`config.mk`:
```
export PLATFORM = sky130hd
export DESIGN_NAME = iqf_front_end
export DESIGN_NICKNAME = d
export VERILOG_FILES = /design/src/rtl/iqf_pkg.sv /design/src/rtl/iqf_front_end.sv
export SDC_FILE = /design/constraint.sdc
export NUM_CORES = 2
export LEC_CHECK = 0
export ABC_AREA = 1
export BUFFER_PORTS_ARGS = -buffer_cell sky130_fd_sc_hd__buf_2
export CORE_UTILIZATION = 45
export CTS_CLUSTER_DIAMETER = 200
export DETAILED_ROUTE_END_ITERATION = 8
export SLEW_MARGIN = 10
export SYNTH_ARGS = -nofsm -noshare
export SYNTH_HDL_FRONTEND = slang
export SYNTH_SLANG_ARGS = --single-unit
```
`constraint.sdc`:
```
create_clock -name sys_clk -period 24.6 [get_ports sys_clk]
set_input_delay 0 -clock sys_clk [delete_from_list [all_inputs] [get_ports sys_clk]]
set_output_delay 0 -clock sys_clk [all_outputs]
set_load 0.03 [all_outputs]
```
`src/rtl/iqf_pkg.sv`:
```
// shared constants and carrier types for the iq input interpolator front end
package iqf_pkg;
    localparam int WORD_W = 14;
    localparam int TW_W = 32;
    localparam int CIC_W = 6;
    localparam int NPROF = 4;
    localparam int HB_FACTOR = 4;
    localparam int QM_FACTOR = 2;
    localparam int HB_TAPS = 7;
    localparam int ICIC_TAPS = 3;
    localparam int COEF_W = 16;
    localparam int COEF_SH = 15;
    // register indices (byte address = 4 * index)
    localparam logic [7:0] REG_MODE = 8'h00;
    localparam logic [7:0] REG_CTRL06 = 8'h06;
    localparam logic [7:0] REG_CIC = 8'h07;
    localparam logic [7:0] REG_TW0 = 8'h08;
    localparam logic [7:0] REG_STAT = 8'h10;
    localparam logic [7:0] REG_ACC = 8'h11;
    localparam int ICIC_BYP_BIT = 0;
    localparam int LOCKQ_BIT = 1;
    localparam int CICBYP_BIT = 6;
    localparam logic [1:0] MODE_QUAD = 2'h0;
    localparam logic [1:0] MODE_TONE = 2'h1;
    localparam logic [1:0] MODE_IDAC = 2'h2;
    localparam logic [CIC_W-1:0] CIC_RST = 6'h02;
    localparam logic [31:0] RD_ZERO = 32'h0000_0000;
    // half-band 0.5 symmetric kernel, odd phase taps (Q15), linear phase
    localparam logic signed [COEF_W-1:0] HB_C0 = 16'sh4D00;
    localparam logic signed [COEF_W-1:0] HB_C1 = -16'sh1300;
    localparam logic signed [COEF_W-1:0] HB_C2 = 16'sh0600;
    localparam logic signed [COEF_W-1:0] HB_C3 = -16'sh0100;
    // inverse cic 3-tap symmetric kernel (Q15)
    localparam logic signed [COEF_W-1:0] IC_EDGE = -16'sh0A00;
    // one bit wider: centre gain sits above unity, edges pull it back
    localparam logic signed [COEF_W:0] IC_MID = 17'sh0_9400;
    typedef struct packed {
        logic signed [WORD_W-1:0] i;
        logic signed [WORD_W-1:0] q;
    } iqf_pair_type;
    typedef struct packed {
        logic [7:0] addr;
        logic [31:0] wdata;
        logic wr;
        logic rd;
    } iqf_bus_type;
endpackage

```
`src/rtl/iqf_front_end.sv`:
```
// parallel port capture, word clock, tuning transfer and 4x interpolator
`timescale 1ns/100ps
`default_nettype none
module iqf_front_end
    import iqf_pkg::*;
#(
    parameter int DIV_MIN = 8
) (
    // clock and reset
    input wire logic sys_clk,
    input wire logic rst_b,
    // register port
    input wire logic [7:0] reg_addr,
    input wire logic [31:0] reg_wdata,
    input wire logic reg_wr,
    input wire logic reg_rd,
    output logic [31:0] reg_rdata,
    // parallel data port pins
    input wire logic [WORD_W-1:0] port_data,
    input wire logic transmit_gate,
    input wire logic word_clock_or_update_pin_i,
    output logic word_clock_or_update_pin_o,
    output logic word_clock_or_update_pin_oe,
    input wire logic profile_select_0,
    input wire logic profile_select_1,
    input wire logic pll_lock,
    // outputs toward cic and synthesizer
    output iqf_pair_type hb_out,
    output logic hb_valid,
    output logic [TW_W-1:0] acc_tuning_word,
    output logic acc_load,
    output logic icic_power_on
);
    logic [1:0] rst_sync_q;
    logic rst_n;
    always_ff @(posedge sys_clk or negedge rst_b) begin
        if (!rst_b) rst_sync_q <= 2'b00;
        else rst_sync_q <= {rst_sync_q[0], 1'b1};
    end
    assign rst_n = rst_sync_q[1];

    // pin synchronisers, everything sampled on sys_clk
    logic [WORD_W-1:0] data_m_q, data_s_q;
    logic [5:0] pin_m_q, pin_s_q;
    always_ff @(posedge sys_clk or negedge rst_n) begin
        if (!rst_n) begin
            data_m_q <= '0;
            data_s_q <= '0;
            pin_m_q <= '0;
            pin_s_q <= '0;
        end else begin
            data_m_q <= port_data;
            data_s_q <= data_m_q;
            pin_m_q <= {pll_lock, profile_select_1, profile_select_0,
                        word_clock_or_update_pin_i, transmit_gate, 1'b0};
            pin_s_q <= pin_m_q;
        end
    end
    wire gate_s = pin_s_q[1];
    wire fud_s = pin_s_q[2];
    wire [1:0] psel_s = pin_s_q[4:3];
    wire lock_s = pin_s_q[5];

    // registers
    logic [1:0] mode_q;
    logic [1:0] ctrl06_q;
    logic [CIC_W:0] cic_q;
    logic [TW_W-1:0] tw_q [NPROF];
    wire wr_mode = reg_wr && reg_addr == REG_MODE;
    wire wr_06 = reg_wr && reg_addr == REG_CTRL06;
    wire wr_cic = reg_wr && reg_addr == REG_CIC;
    always_ff @(posedge sys_clk or negedge rst_n) begin
        if (!rst_n) begin
            mode_q <= MODE_QUAD;
            ctrl06_q <= '0;
            cic_q <= {1'b0, CIC_RST};
        end else begin
            if (wr_mode) mode_q <= reg_wdata[1:0];
            if (wr_06) ctrl06_q <= reg_wdata[1:0];
            if (wr_cic) cic_q <= reg_wdata[CIC_W:0];
        end
    end
    always_ff @(posedge sys_clk) begin
        for (int p = 0; p < NPROF; p++) begin
            if (reg_wr && reg_addr == REG_TW0 + 8'(p)) tw_q[p] <= reg_wdata;
        end
    end
    wire is_quad = mode_q == MODE_QUAD;
    wire is_tone = mode_q == MODE_TONE;
    wire is_idac = mode_q == MODE_IDAC;
    wire cic_one = cic_q[CICBYP_BIT] || cic_q[CIC_W-1:0] < 6'h02;
    wire icic_byp = ctrl06_q[ICIC_BYP_BIT] || cic_one;

    // word clock divider: cic rate * 4, times 2 in quadrature, never below DIV_MIN
    logic [9:0] div_cnt_q;
    logic wclk_q;
    wire [9:0] cic_eff = cic_one ? 10'h001 : {4'h0, cic_q[CIC_W-1:0]};
    wire [9:0] div_base = 10'(cic_eff * HB_FACTOR);
    wire [9:0] div_tot = is_quad ? 10'(div_base * QM_FACTOR) : div_base;
    wire [9:0] div_n = div_tot < 10'(DIV_MIN) ? 10'(DIV_MIN) : div_tot;
    wire div_wrap = div_cnt_q >= div_n - 10'h001;
    wire wclk_rise = div_wrap; // the pin goes high two cycles later
    wire half = div_cnt_q == (div_n >> 1) - 10'h001;
    wire wclk_en = !ctrl06_q[LOCKQ_BIT] || lock_s;
    always_ff @(posedge sys_clk or negedge rst_n) begin
        if (!rst_n) begin
            div_cnt_q <= '0;
            wclk_q <= 1'b0;
        end else begin
            div_cnt_q <= div_wrap ? 10'h000 : div_cnt_q + 10'h001;
            if (div_wrap) wclk_q <= wclk_en;
            else if (half) wclk_q <= 1'b0;
        end
    end
    always_ff @(posedge sys_clk or negedge rst_n) begin
        if (!rst_n) begin
            word_clock_or_update_pin_o <= 1'b0;
            word_clock_or_update_pin_oe <= 1'b0;
        end else begin
            word_clock_or_update_pin_o <= wclk_q && !is_tone;
            word_clock_or_update_pin_oe <= !is_tone;
        end
    end

    // capture on word clock rising edge, data set up ahead of it
    logic cap_q;
    always_ff @(posedge sys_clk or negedge rst_n) begin
        if (!rst_n) cap_q <= 1'b0;
        else cap_q <= wclk_rise && wclk_en && !is_tone;
    end
    logic phase_q;
    logic signed [WORD_W-1:0] i_hold_q;
    iqf_pair_type pair_q;
    logic pair_v_q;
    logic flush_ph_q;
    wire signed [WORD_W-1:0] word_in = data_s_q;
    always_ff @(posedge sys_clk or negedge rst_n) begin
        if (!rst_n) begin
            phase_q <= 1'b0;
            i_hold_q <= '0;
            pair_q <= '0;
            pair_v_q <= 1'b0;
            flush_ph_q <= 1'b0;
        end else begin
            pair_v_q <= 1'b0;
            if (!gate_s || !is_quad) phase_q <= 1'b0;
            if (cap_q && is_idac) begin
                pair_q <= '{i: word_in, q: '0};
                pair_v_q <= 1'b1;
            end else if (cap_q && is_quad && !gate_s) begin
                pair_q <= '0;
                // zeros still move at pair rate, one per two words
                pair_v_q <= flush_ph_q;
                flush_ph_q <= !flush_ph_q;
                i_hold_q <= '0;
            end else if (cap_q && is_quad) begin
                phase_q <= !phase_q;
                if (!phase_q) i_hold_q <= word_in;
                else begin
                    pair_q <= '{i: i_hold_q, q: word_in};
                    pair_v_q <= 1'b1;
                end
            end
        end
    end

    // tuning word transfer
    logic fud_d1_q;
    logic [1:0] psel_d1_q;
    always_ff @(posedge sys_clk or negedge rst_n) begin
        if (!rst_n) begin
            fud_d1_q <= 1'b0;
            psel_d1_q <= '0;
            acc_tuning_word <= '0;
            acc_load <= 1'b0;
        end else begin
            fud_d1_q <= fud_s;
            psel_d1_q <= psel_s;
            acc_load <= 1'b0;
            if ((is_tone && fud_s && !fud_d1_q) || psel_s != psel_d1_q) begin
                acc_tuning_word <= tw_q[psel_s];
                acc_load <= 1'b1;
            end
        end
    end

    // inverse cic: symmetric 3-tap FIR, clock-gated by enable
    function automatic logic signed [WORD_W-1:0] sat(
        input logic signed [WORD_W+COEF_W+2:0] v);
        logic signed [WORD_W+COEF_W+2:0] s;
        s = v >>> COEF_SH;
        if (s > (2**(WORD_W-1))-1) sat = {1'b0, {(WORD_W-1){1'b1}}};
        else if (s < -(2**(WORD_W-1))) sat = {1'b1, {(WORD_W-1){1'b0}}};
        else sat = s[WORD_W-1:0];
    endfunction
    iqf_pair_type ic_d1_q, ic_d2_q, ic_out_q;
    logic ic_v_q;
    always_ff @(posedge sys_clk or negedge rst_n) begin
        if (!rst_n) begin
            ic_d1_q <= '0;
            ic_d2_q <= '0;
            ic_out_q <= '0;
            ic_v_q <= 1'b0;
        end else begin
            ic_v_q <= pair_v_q;
            if (pair_v_q && icic_byp) begin
                ic_out_q <= pair_q; // taps frozen: no toggling
            end else if (pair_v_q) begin
                ic_d1_q <= pair_q;
                ic_d2_q <= ic_d1_q;
                ic_out_q.i <= sat(IC_EDGE * (pair_q.i + ic_d2_q.i)
                    + IC_MID * ic_d1_q.i);
                ic_out_q.q <= sat(IC_EDGE * (pair_q.q + ic_d2_q.q)
                    + IC_MID * ic_d1_q.q);
            end
        end
    end
    always_ff @(posedge sys_clk or negedge rst_n) begin
        if (!rst_n) icic_power_on <= 1'b0;
        else icic_power_on <= !icic_byp;
    end

    // two cascaded half-band stages; each emits even (centre tap) then odd phase
    // polyphase form keeps symmetric taps, so linear phase
    localparam int NST = 2;
    iqf_pair_type hb_line_q [NST][HB_TAPS+1];
    iqf_pair_type hb_o_q [NST];
    logic [NST-1:0] hb_v_q;
    logic [1:0] hb_wait_q [NST];
    function automatic logic signed [WORD_W-1:0] hb_odd(
        input logic signed [WORD_W-1:0] a0, a1, a2, a3,
        input logic signed [WORD_W-1:0] b0, b1, b2, b3);
        hb_odd = sat(HB_C0 * (a0 + b0) + HB_C1 * (a1 + b1)
            + HB_C2 * (a2 + b2) + HB_C3 * (a3 + b3));
    endfunction
    for (genvar s = 0; s < NST; s++) begin : g_hb
        wire in_v = s == 0 ? ic_v_q : hb_v_q[0];
        iqf_pair_type in_w;
        assign in_w = s == 0 ? ic_out_q : hb_o_q[0];
        // first stage spaces its phases so the second keeps pace
        localparam logic [1:0] HOLD = 2'(NST - s);
        always_ff @(posedge sys_clk or negedge rst_n) begin
            if (!rst_n) begin
                for (int k = 0; k <= HB_TAPS; k++) hb_line_q[s][k] <= '0;
                hb_o_q[s] <= '0;
                hb_v_q[s] <= 1'b0;
                hb_wait_q[s] <= 2'h0;
            end else begin
                hb_v_q[s] <= 1'b0;
                if (in_v) begin
                    hb_line_q[s][0] <= in_w;
                    for (int k = 1; k <= HB_TAPS; k++)
                        hb_line_q[s][k] <= hb_line_q[s][k-1];
                    hb_o_q[s] <= hb_line_q[s][3]; // centre tap, gain one
                    hb_v_q[s] <= 1'b1;
                    hb_wait_q[s] <= HOLD;
                end else if (hb_wait_q[s] == 2'h1) begin
                    hb_o_q[s].i <= hb_odd(hb_line_q[s][3].i,
                        hb_line_q[s][2].i, hb_line_q[s][1].i,
                        hb_line_q[s][0].i, hb_line_q[s][4].i,
                        hb_line_q[s][5].i, hb_line_q[s][6].i,
                        hb_line_q[s][7].i);
                    hb_o_q[s].q <= hb_odd(hb_line_q[s][3].q,
                        hb_line_q[s][2].q, hb_line_q[s][1].q,
                        hb_line_q[s][0].q, hb_line_q[s][4].q,
                        hb_line_q[s][5].q, hb_line_q[s][6].q,
                        hb_line_q[s][7].q);
                    hb_v_q[s] <= 1'b1;
                    hb_wait_q[s] <= 2'h0;
                end else if (hb_wait_q[s] != 2'h0) begin
                    hb_wait_q[s] <= hb_wait_q[s] - 2'h1;
                end
            end
        end
    end
    always_ff @(posedge sys_clk or negedge rst_n) begin
        if (!rst_n) begin
            hb_out <= '0;
            hb_valid <= 1'b0;
        end else begin
            hb_out <= hb_o_q[1];
            hb_valid <= hb_v_q[1];
        end
    end

    // read port: data one cycle after strobe
    logic [31:0] rd_mux;
    assign rd_mux = reg_addr == REG_MODE ? {30'h0, mode_q}
        : reg_addr == REG_CTRL06 ? {30'h0, ctrl06_q}
        : reg_addr == REG_CIC ? {25'h0, cic_q}
        : reg_addr == REG_STAT ? {27'h0, lock_s, gate_s, phase_q,
                                  icic_byp, !is_tone}
        : reg_addr == REG_ACC ? acc_tuning_word
        : (reg_addr >= REG_TW0 && reg_addr < REG_TW0 + 8'(NPROF))
            ? tw_q[reg_addr[1:0]] : RD_ZERO;
    always_ff @(posedge sys_clk or negedge rst_n) begin
        if (!rst_n) reg_rdata <= RD_ZERO;
        else reg_rdata <= reg_rd ? rd_mux : RD_ZERO;
    end
endmodule // iqf_front_end
`default_nettype wire

```
# After elaboration in Yosys (flattened, before gate mapping)
# Memory sizes are Yosys's and may differ from the RTL's. A register that Yosys moved wholly into a read port is not among the register bits.
# Cells that the tools add are included.
# Widths: inputs -> output; s select.
[classes] add_sub_neg=41 n_mul=16 n_div=0 n_lt_le_gt_ge=17 eq_ne=15 n_shift=0 mux=74 bitwise=2 n_reduce_logical=51
[ops] operator="$mux 32" n=10
[ops] operator="$mux 28" n=10
[ops] operator="$add 14x14->15" n=18
[ops] operator="$mux 14" n=15
[ops] operator="$add 32x27->33" n=4
[ops] operator="$add 33x33->33" n=4
[ops] operator="$add 31x29->32" n=4
[ops] operator="$neg 15->25" n=4
[ops] operator="$reduce_or 32->1" n=3
[ops] operator="$mul 8x15->23 const A" n=4
[ops] operator="$mul 6x15->21 const A" n=4
[ops] operator="$gt 18x14->1 const B" n=4
[ops] operator="$lt 18x14->1 const B" n=4
[ops] operator="$mul 3x15->18 const A" n=4
[ops] operator="$add 28x31->32" n=2
[ops] operator="$mul 7x14->21 const A" n=2
[ops] operator="$mul 4x15->19 const A" n=2
[ops] operator="$gt 17x14->1 const B" n=2
[ops] operator="$lt 17x14->1 const B" n=2
[ops] operator="$eq 8x4->1 const B" n=4
[ops] operator="$mux 1" n=26
[ops] operator="$mux 2" n=9
[ops] operator="$mux 9" n=2
[ops] operator="$logic_and 1x1->1" n=17
[ops] operator="other kinds (27)" n=56
[word_totals] ff_bits=771 latchBits=0 ram_bits=128 mem_bits_ro=0 in_bits=63 output_inout_bits=97 wordCells=291 memories=1
[mem_list] name="tw_q" depth=4 word_bits=32 read_ports=2 rd_clocked_by_memory_dff=1 wr=1 line_no="iqf_front_end.sv:68" text="logic [TW_W-1:0] tw_q [NPROF];"

# Longest topological paths before layout
[depth] depth_word=10 depth_mapped=51

# Worst setup path after synthesis
# OpenSTA, ideal clock, no wires.
[synth_timing] kind="flip-flop to flip-flop" from="register hb_line_q[84] (netlist bit)" to="register hb_o_q[5] (netlist bit)" setup_ns=0.121 arrival_time_ns=7.704 slack_ns=16.775 stages_incl_launch_ff=44 n_path_buf=1 cell_sequence="dfrtp_1 ha_1 fa_1 nand3_1 nand2_1 a21oi_1 o21bai_1 nand2_1 o2111ai_1 xor2_1 ha_1 ha_1 fa_1 inv_1 fa_1 inv_1 ha_1 nand2_1 (+8 left out) inv_1 fa_1 ha_1 inv_1 nor3_1 nand2_1 nor2_1 nand2_1 nand3_1 nand3b_1 nand2_2 inv_2 nand2_4 buf_8 nand2_2 nand2_1 nand2_1 nand2_1"
[synth_via] elab_chain_len=10
[synth_lines] element="start: declaration" line_no="iqf_front_end.sv:226" text="iqf_pair_type hb_line_q [NST][HB_TAPS+1];"
[synth_lines] element="start signal: indexed assignment" line_no="iqf_front_end.sv:251" text="hb_line_q[s][0] <= in_w;"
[synth_lines] element="start signal: indexed assignment" line_no="iqf_front_end.sv:253" text="hb_line_q[s][k] <= hb_line_q[s][k-1];"
[synth_lines] element="$add 14x14->15 (*)" line_no="iqf_front_end.sv:233" text="hb_odd = sat(HB_C0 * (a0 + b0) + HB_C1 * (a1 + b1)"
[synth_lines] element="$mul 8x15->23 (*)" line_no="iqf_front_end.sv:233"
[synth_lines] element="$add 31x29->32 (*)" line_no="iqf_front_end.sv:233"
[synth_lines] element="$add 32x27->33 (*)" line_no="iqf_front_end.sv:234" text="+ HB_C2 * (a2 + b2) + HB_C3 * (a3 + b3));"
[synth_lines] element="$add 33x33->33 (*)" line_no="iqf_front_end.sv:234"
[synth_lines] element="$lt 18x14->1" line_no="iqf_front_end.sv:193" text="else if (s < -(2**(WORD_W-1))) sat = {1'b1, {(WORD_W-1){1'b0}}};"
[synth_lines] element="$mux 14" line_no="iqf_front_end.sv:193"
[synth_lines] element="$mux 14 (*)" line_no="iqf_front_end.sv:192" text="if (s > (2**(WORD_W-1))-1) sat = {1'b0, {(WORD_W-1){1'b1}}};"
[synth_lines] element="$mux 28 (*)" line_no="iqf_front_end.sv:257" text="end else if (hb_wait_q[s] == 2'h1) begin"
[synth_lines] element="$mux 28 (*)" line_no="iqf_front_end.sv:250" text="if (in_v) begin"
[synth_lines] element="end signal: indexed assignment" line_no="iqf_front_end.sv:254" text="hb_o_q[s] <= hb_line_q[s][3];"
[synth_lines] element="end: declaration" line_no="iqf_front_end.sv:227" text="iqf_pair_type hb_o_q [NST];"
# Mark *: on every way between the ends. The rest lies on a longest branch, timed or not. The select of a mux whose other input is x is not followed.
# A chain may end at the register's enable or synchronous reset.

# Worst setup path in the final report
[layout_timing] from="register hb_line_q[84] (netlist bit)" to="register hb_o_q[2] (netlist bit)"
# The elaborated chain is that of the path after synthesis.

==> flow_summary.ini <==
[run_status]
run_status = finished clean

[logic_synthesis]
synthesis.instances = 10764
dominantRegCellSynth = dfrtp_1
synth-edff-count = 128
synth_top_cell_area_share = 0.231
number_of_library_cell_types_mapped_by_synthesis = 70
syn-cell-area_sq_mm = 0.0869
synth.yosys.seq_area_share = 0.275
async_set_or_reset_register_ratio_after_synthesis = 0.863
postSynthAreaPerCell_sq_um = 8.08
area_contributors_post_synth = dfrtp_1 (23%), ha_1 (18%), nand2_1 (11%)
synth.largest_area_cell = dfrtp_1
synth.ff_latch_count = 931
yosys_warnings = 0

[floorplan]
core_region_area_sq_mm = 0.191
boundaryPins = 160
dieWidth_microns = 442
die_area_sq_mm = 0.195
std_cell_rows = 160
fp.dieH_microns = 442
initial_core_util = 0.455

[worst_setup_path]
worstPathBufferInverterCount = 4
cp_max_fo = 13
critPathKind = register to register
critical-path-slowest-cell = xor2_1
critical_path.max_stage_delay_ps = 800
cp_top_family = adder cells
critical_path_arrival_ps = 9790
startpoint_type = register
crit_top_cell = nand2_1
critical_path.endpoint_type = register
worstPathRequired_ps = 25210

[placed_design]
dpl-instance-area_sq_mm = 0.0903
dp.cells = 13263
dpl_worst_slack_ps = 15360
detailed_place_hpwl_mm = 188
numPortBuffers = 159
final_replace_weighted_congestion = 0.953

[sta]
slew_viol_final = 0
worst_slack_ps = 15420
max_slew.worst_pin.slew_ps = 1220
max_slew_margin_vs_limit = 0.184
grt_setup_unrepaired = false
final.setup_skew_ps = 79.0
setup_viol_count_final = 0
finalCriticalPeriod_ps = 9180
finalSetupTns_ps = 0
finalHoldViolCount = 0
final.period_utilization = 0.373
achievable_clock_frequency_ghz = 0.109

[clock_tree]
cts_tree = done
clockBufferDepth = 3
clockRootBuffer = clkbuf_16
h-tree-depth = 3
clk-insertion-delay-late_ps = 780
clkTransAtPathRegs_ps = 60
clock_buffers_created_by_tritoncts = 103
clock_sinks = 931
cts.repair_timing.setup_buffer_count = 0

[layout]
finalNonFillerCells = 13578
post_route_cells_drive_above_1_share = 0.0510
final_common_cell = nand2_1
area_taken_by_multi_input_logic_gates_sq_mm = 0.0551
filler_cell_count = 18620
regArea_sq_mm = 0.0240
design.final.nets = 12755
finish.instance_area_sq_mm = 0.0953
most-common-layout-cells = nand2_1 (2577), inv_1 (1845), ha_1 (1248)
area_delta_synth_final_pct = 9.61

[global_routing]
grt_max_degree = 153
first_global_vias = 71225
grt_remaining_overflow = 0
groute.usage.overall = 0.241
grt_first_pass_wirelength_mm = 377
grt_antenna_before_repair = 4

[routing]
drt_iter0_drc = 3724
detailroute.via_count = 70394
number_of_remaining_drc_errors = 0
detail_route.vias_per_cell = 5.18
wire_per_inst_microns = 17.3
drt.antenna.violating_nets = 0
routed_wl_mm = 234
first_pass_iters = 5

[run]
timing.max_cap.violations = 0

[min_path]
hp-class = input pin to register
[worst paths after layout]
path                            endpoint  slack (ps)          start  cells past startpoint
min reg2reg                 data_s_q[11]         350   data_m_q[11]                      0
max                            hb_o_q[2]       15420  hb_line_q[84]                     40
max in group asynchronous     hb_o_q[23]       21220  rst_sync_q[1]                      3
min                             cic_q[4]          40   reg_wdata[4]                      3
min in group asynchronous  rst_sync_q[1]         140          rst_b                      3
max reg2reg                    hb_o_q[2]       15420  hb_line_q[84]                     40
[synth_stat cells, drive strengths merged, types with 55 or more instances]
| library cell | number |
|---|---|
| o22ai | 55 |
| a31oi | 59 |
| xor2 | 389 |
| a21oi | 717 |
| ha | 1248 |
| o21ai | 637 |
| nand3 | 314 |
| nand2 | 2655 |
| fa | 468 |
| dfrtp | 802 |
| o21bai | 62 |
| edfxtp | 128 |
| nor3 | 109 |
| xnor2 | 154 |
| inv | 1873 |
| nand4 | 70 |
| nor2 | 481 |
| clkbuf | 160 |
[layout make-up]
class / instances / area share
repair buffers: 317 / 0.0242
clock buffers: 135 / 0.0306
multi-input cells: 7743 / 0.578
diodes: 3 / 0.0000788
well taps: 2511 / 0.0330
clock inverters: 58 / 0.00864
inverters: 1880 / 0.0742
flip-flops and latches: 931 / 0.251
[state kept, by name, summed over array words and instances, names as in the netlist, 32 cells and up]
register,flops
hb_line_q,448
reg_rdata,32
tw_q,128
g_hb.in_w,56
acc_tuning_word,32
[routing by layer]
layer | up-vias | wire length, microns | global-route usage
li1 | 35105 | - | -
met1 | 33690 | 105000 | 0.316
met2 | 1243 | 115000 | 0.420
met3 | 354 | 7950 | 0.0240
met4 | 2 | 6550 | 0.0677
met5 | - | 13 | 0
[stage by stage]
stage / util / hold WS (ps)
final: 0.499 / 41.8
after global routing: 0.499 / 18.8
after CTS: 0.499 / 8.53
after detailed placement: 0.473 / -205
after global placement: 0.473 / -206
after floorplan: - / -296
[kinds of logic (layout without fill, tap and decap cells)]
kind of cell    Yosys count  count (layout)  share of synthesized area
buf+inv                2091            2390                     0.0917
fa+ha+maj              1716            1716                      0.287
xor+xnor                544             544                     0.0554
flops                   931             931                      0.275
other cells               1               5                  0.0000431
compound gates         1808            1808                      0.118
simple gates           3668            3668                      0.172
mux                       5               5                   0.000648
[worst reg2reg max path, delay by kind of cell (launching register included)]
family          cells  cell delay, ps
fa+ha+maj          10            4190
flops               1             400
buf+inv             4             260
compound gates      6            1070
xor+xnor            2             990
simple gates       18            2150
[what timing repair did]
action / CTS / global route
resized for setup: 0 / 0
hold buffers: 119 / 0
hold endpoints to repair: 196 / 0
endpoints found under the setup margin: 0 / 0
Power is not shown: default switching activity piles up to over one toggle a cycle in this logic, so the estimate is an artifact.
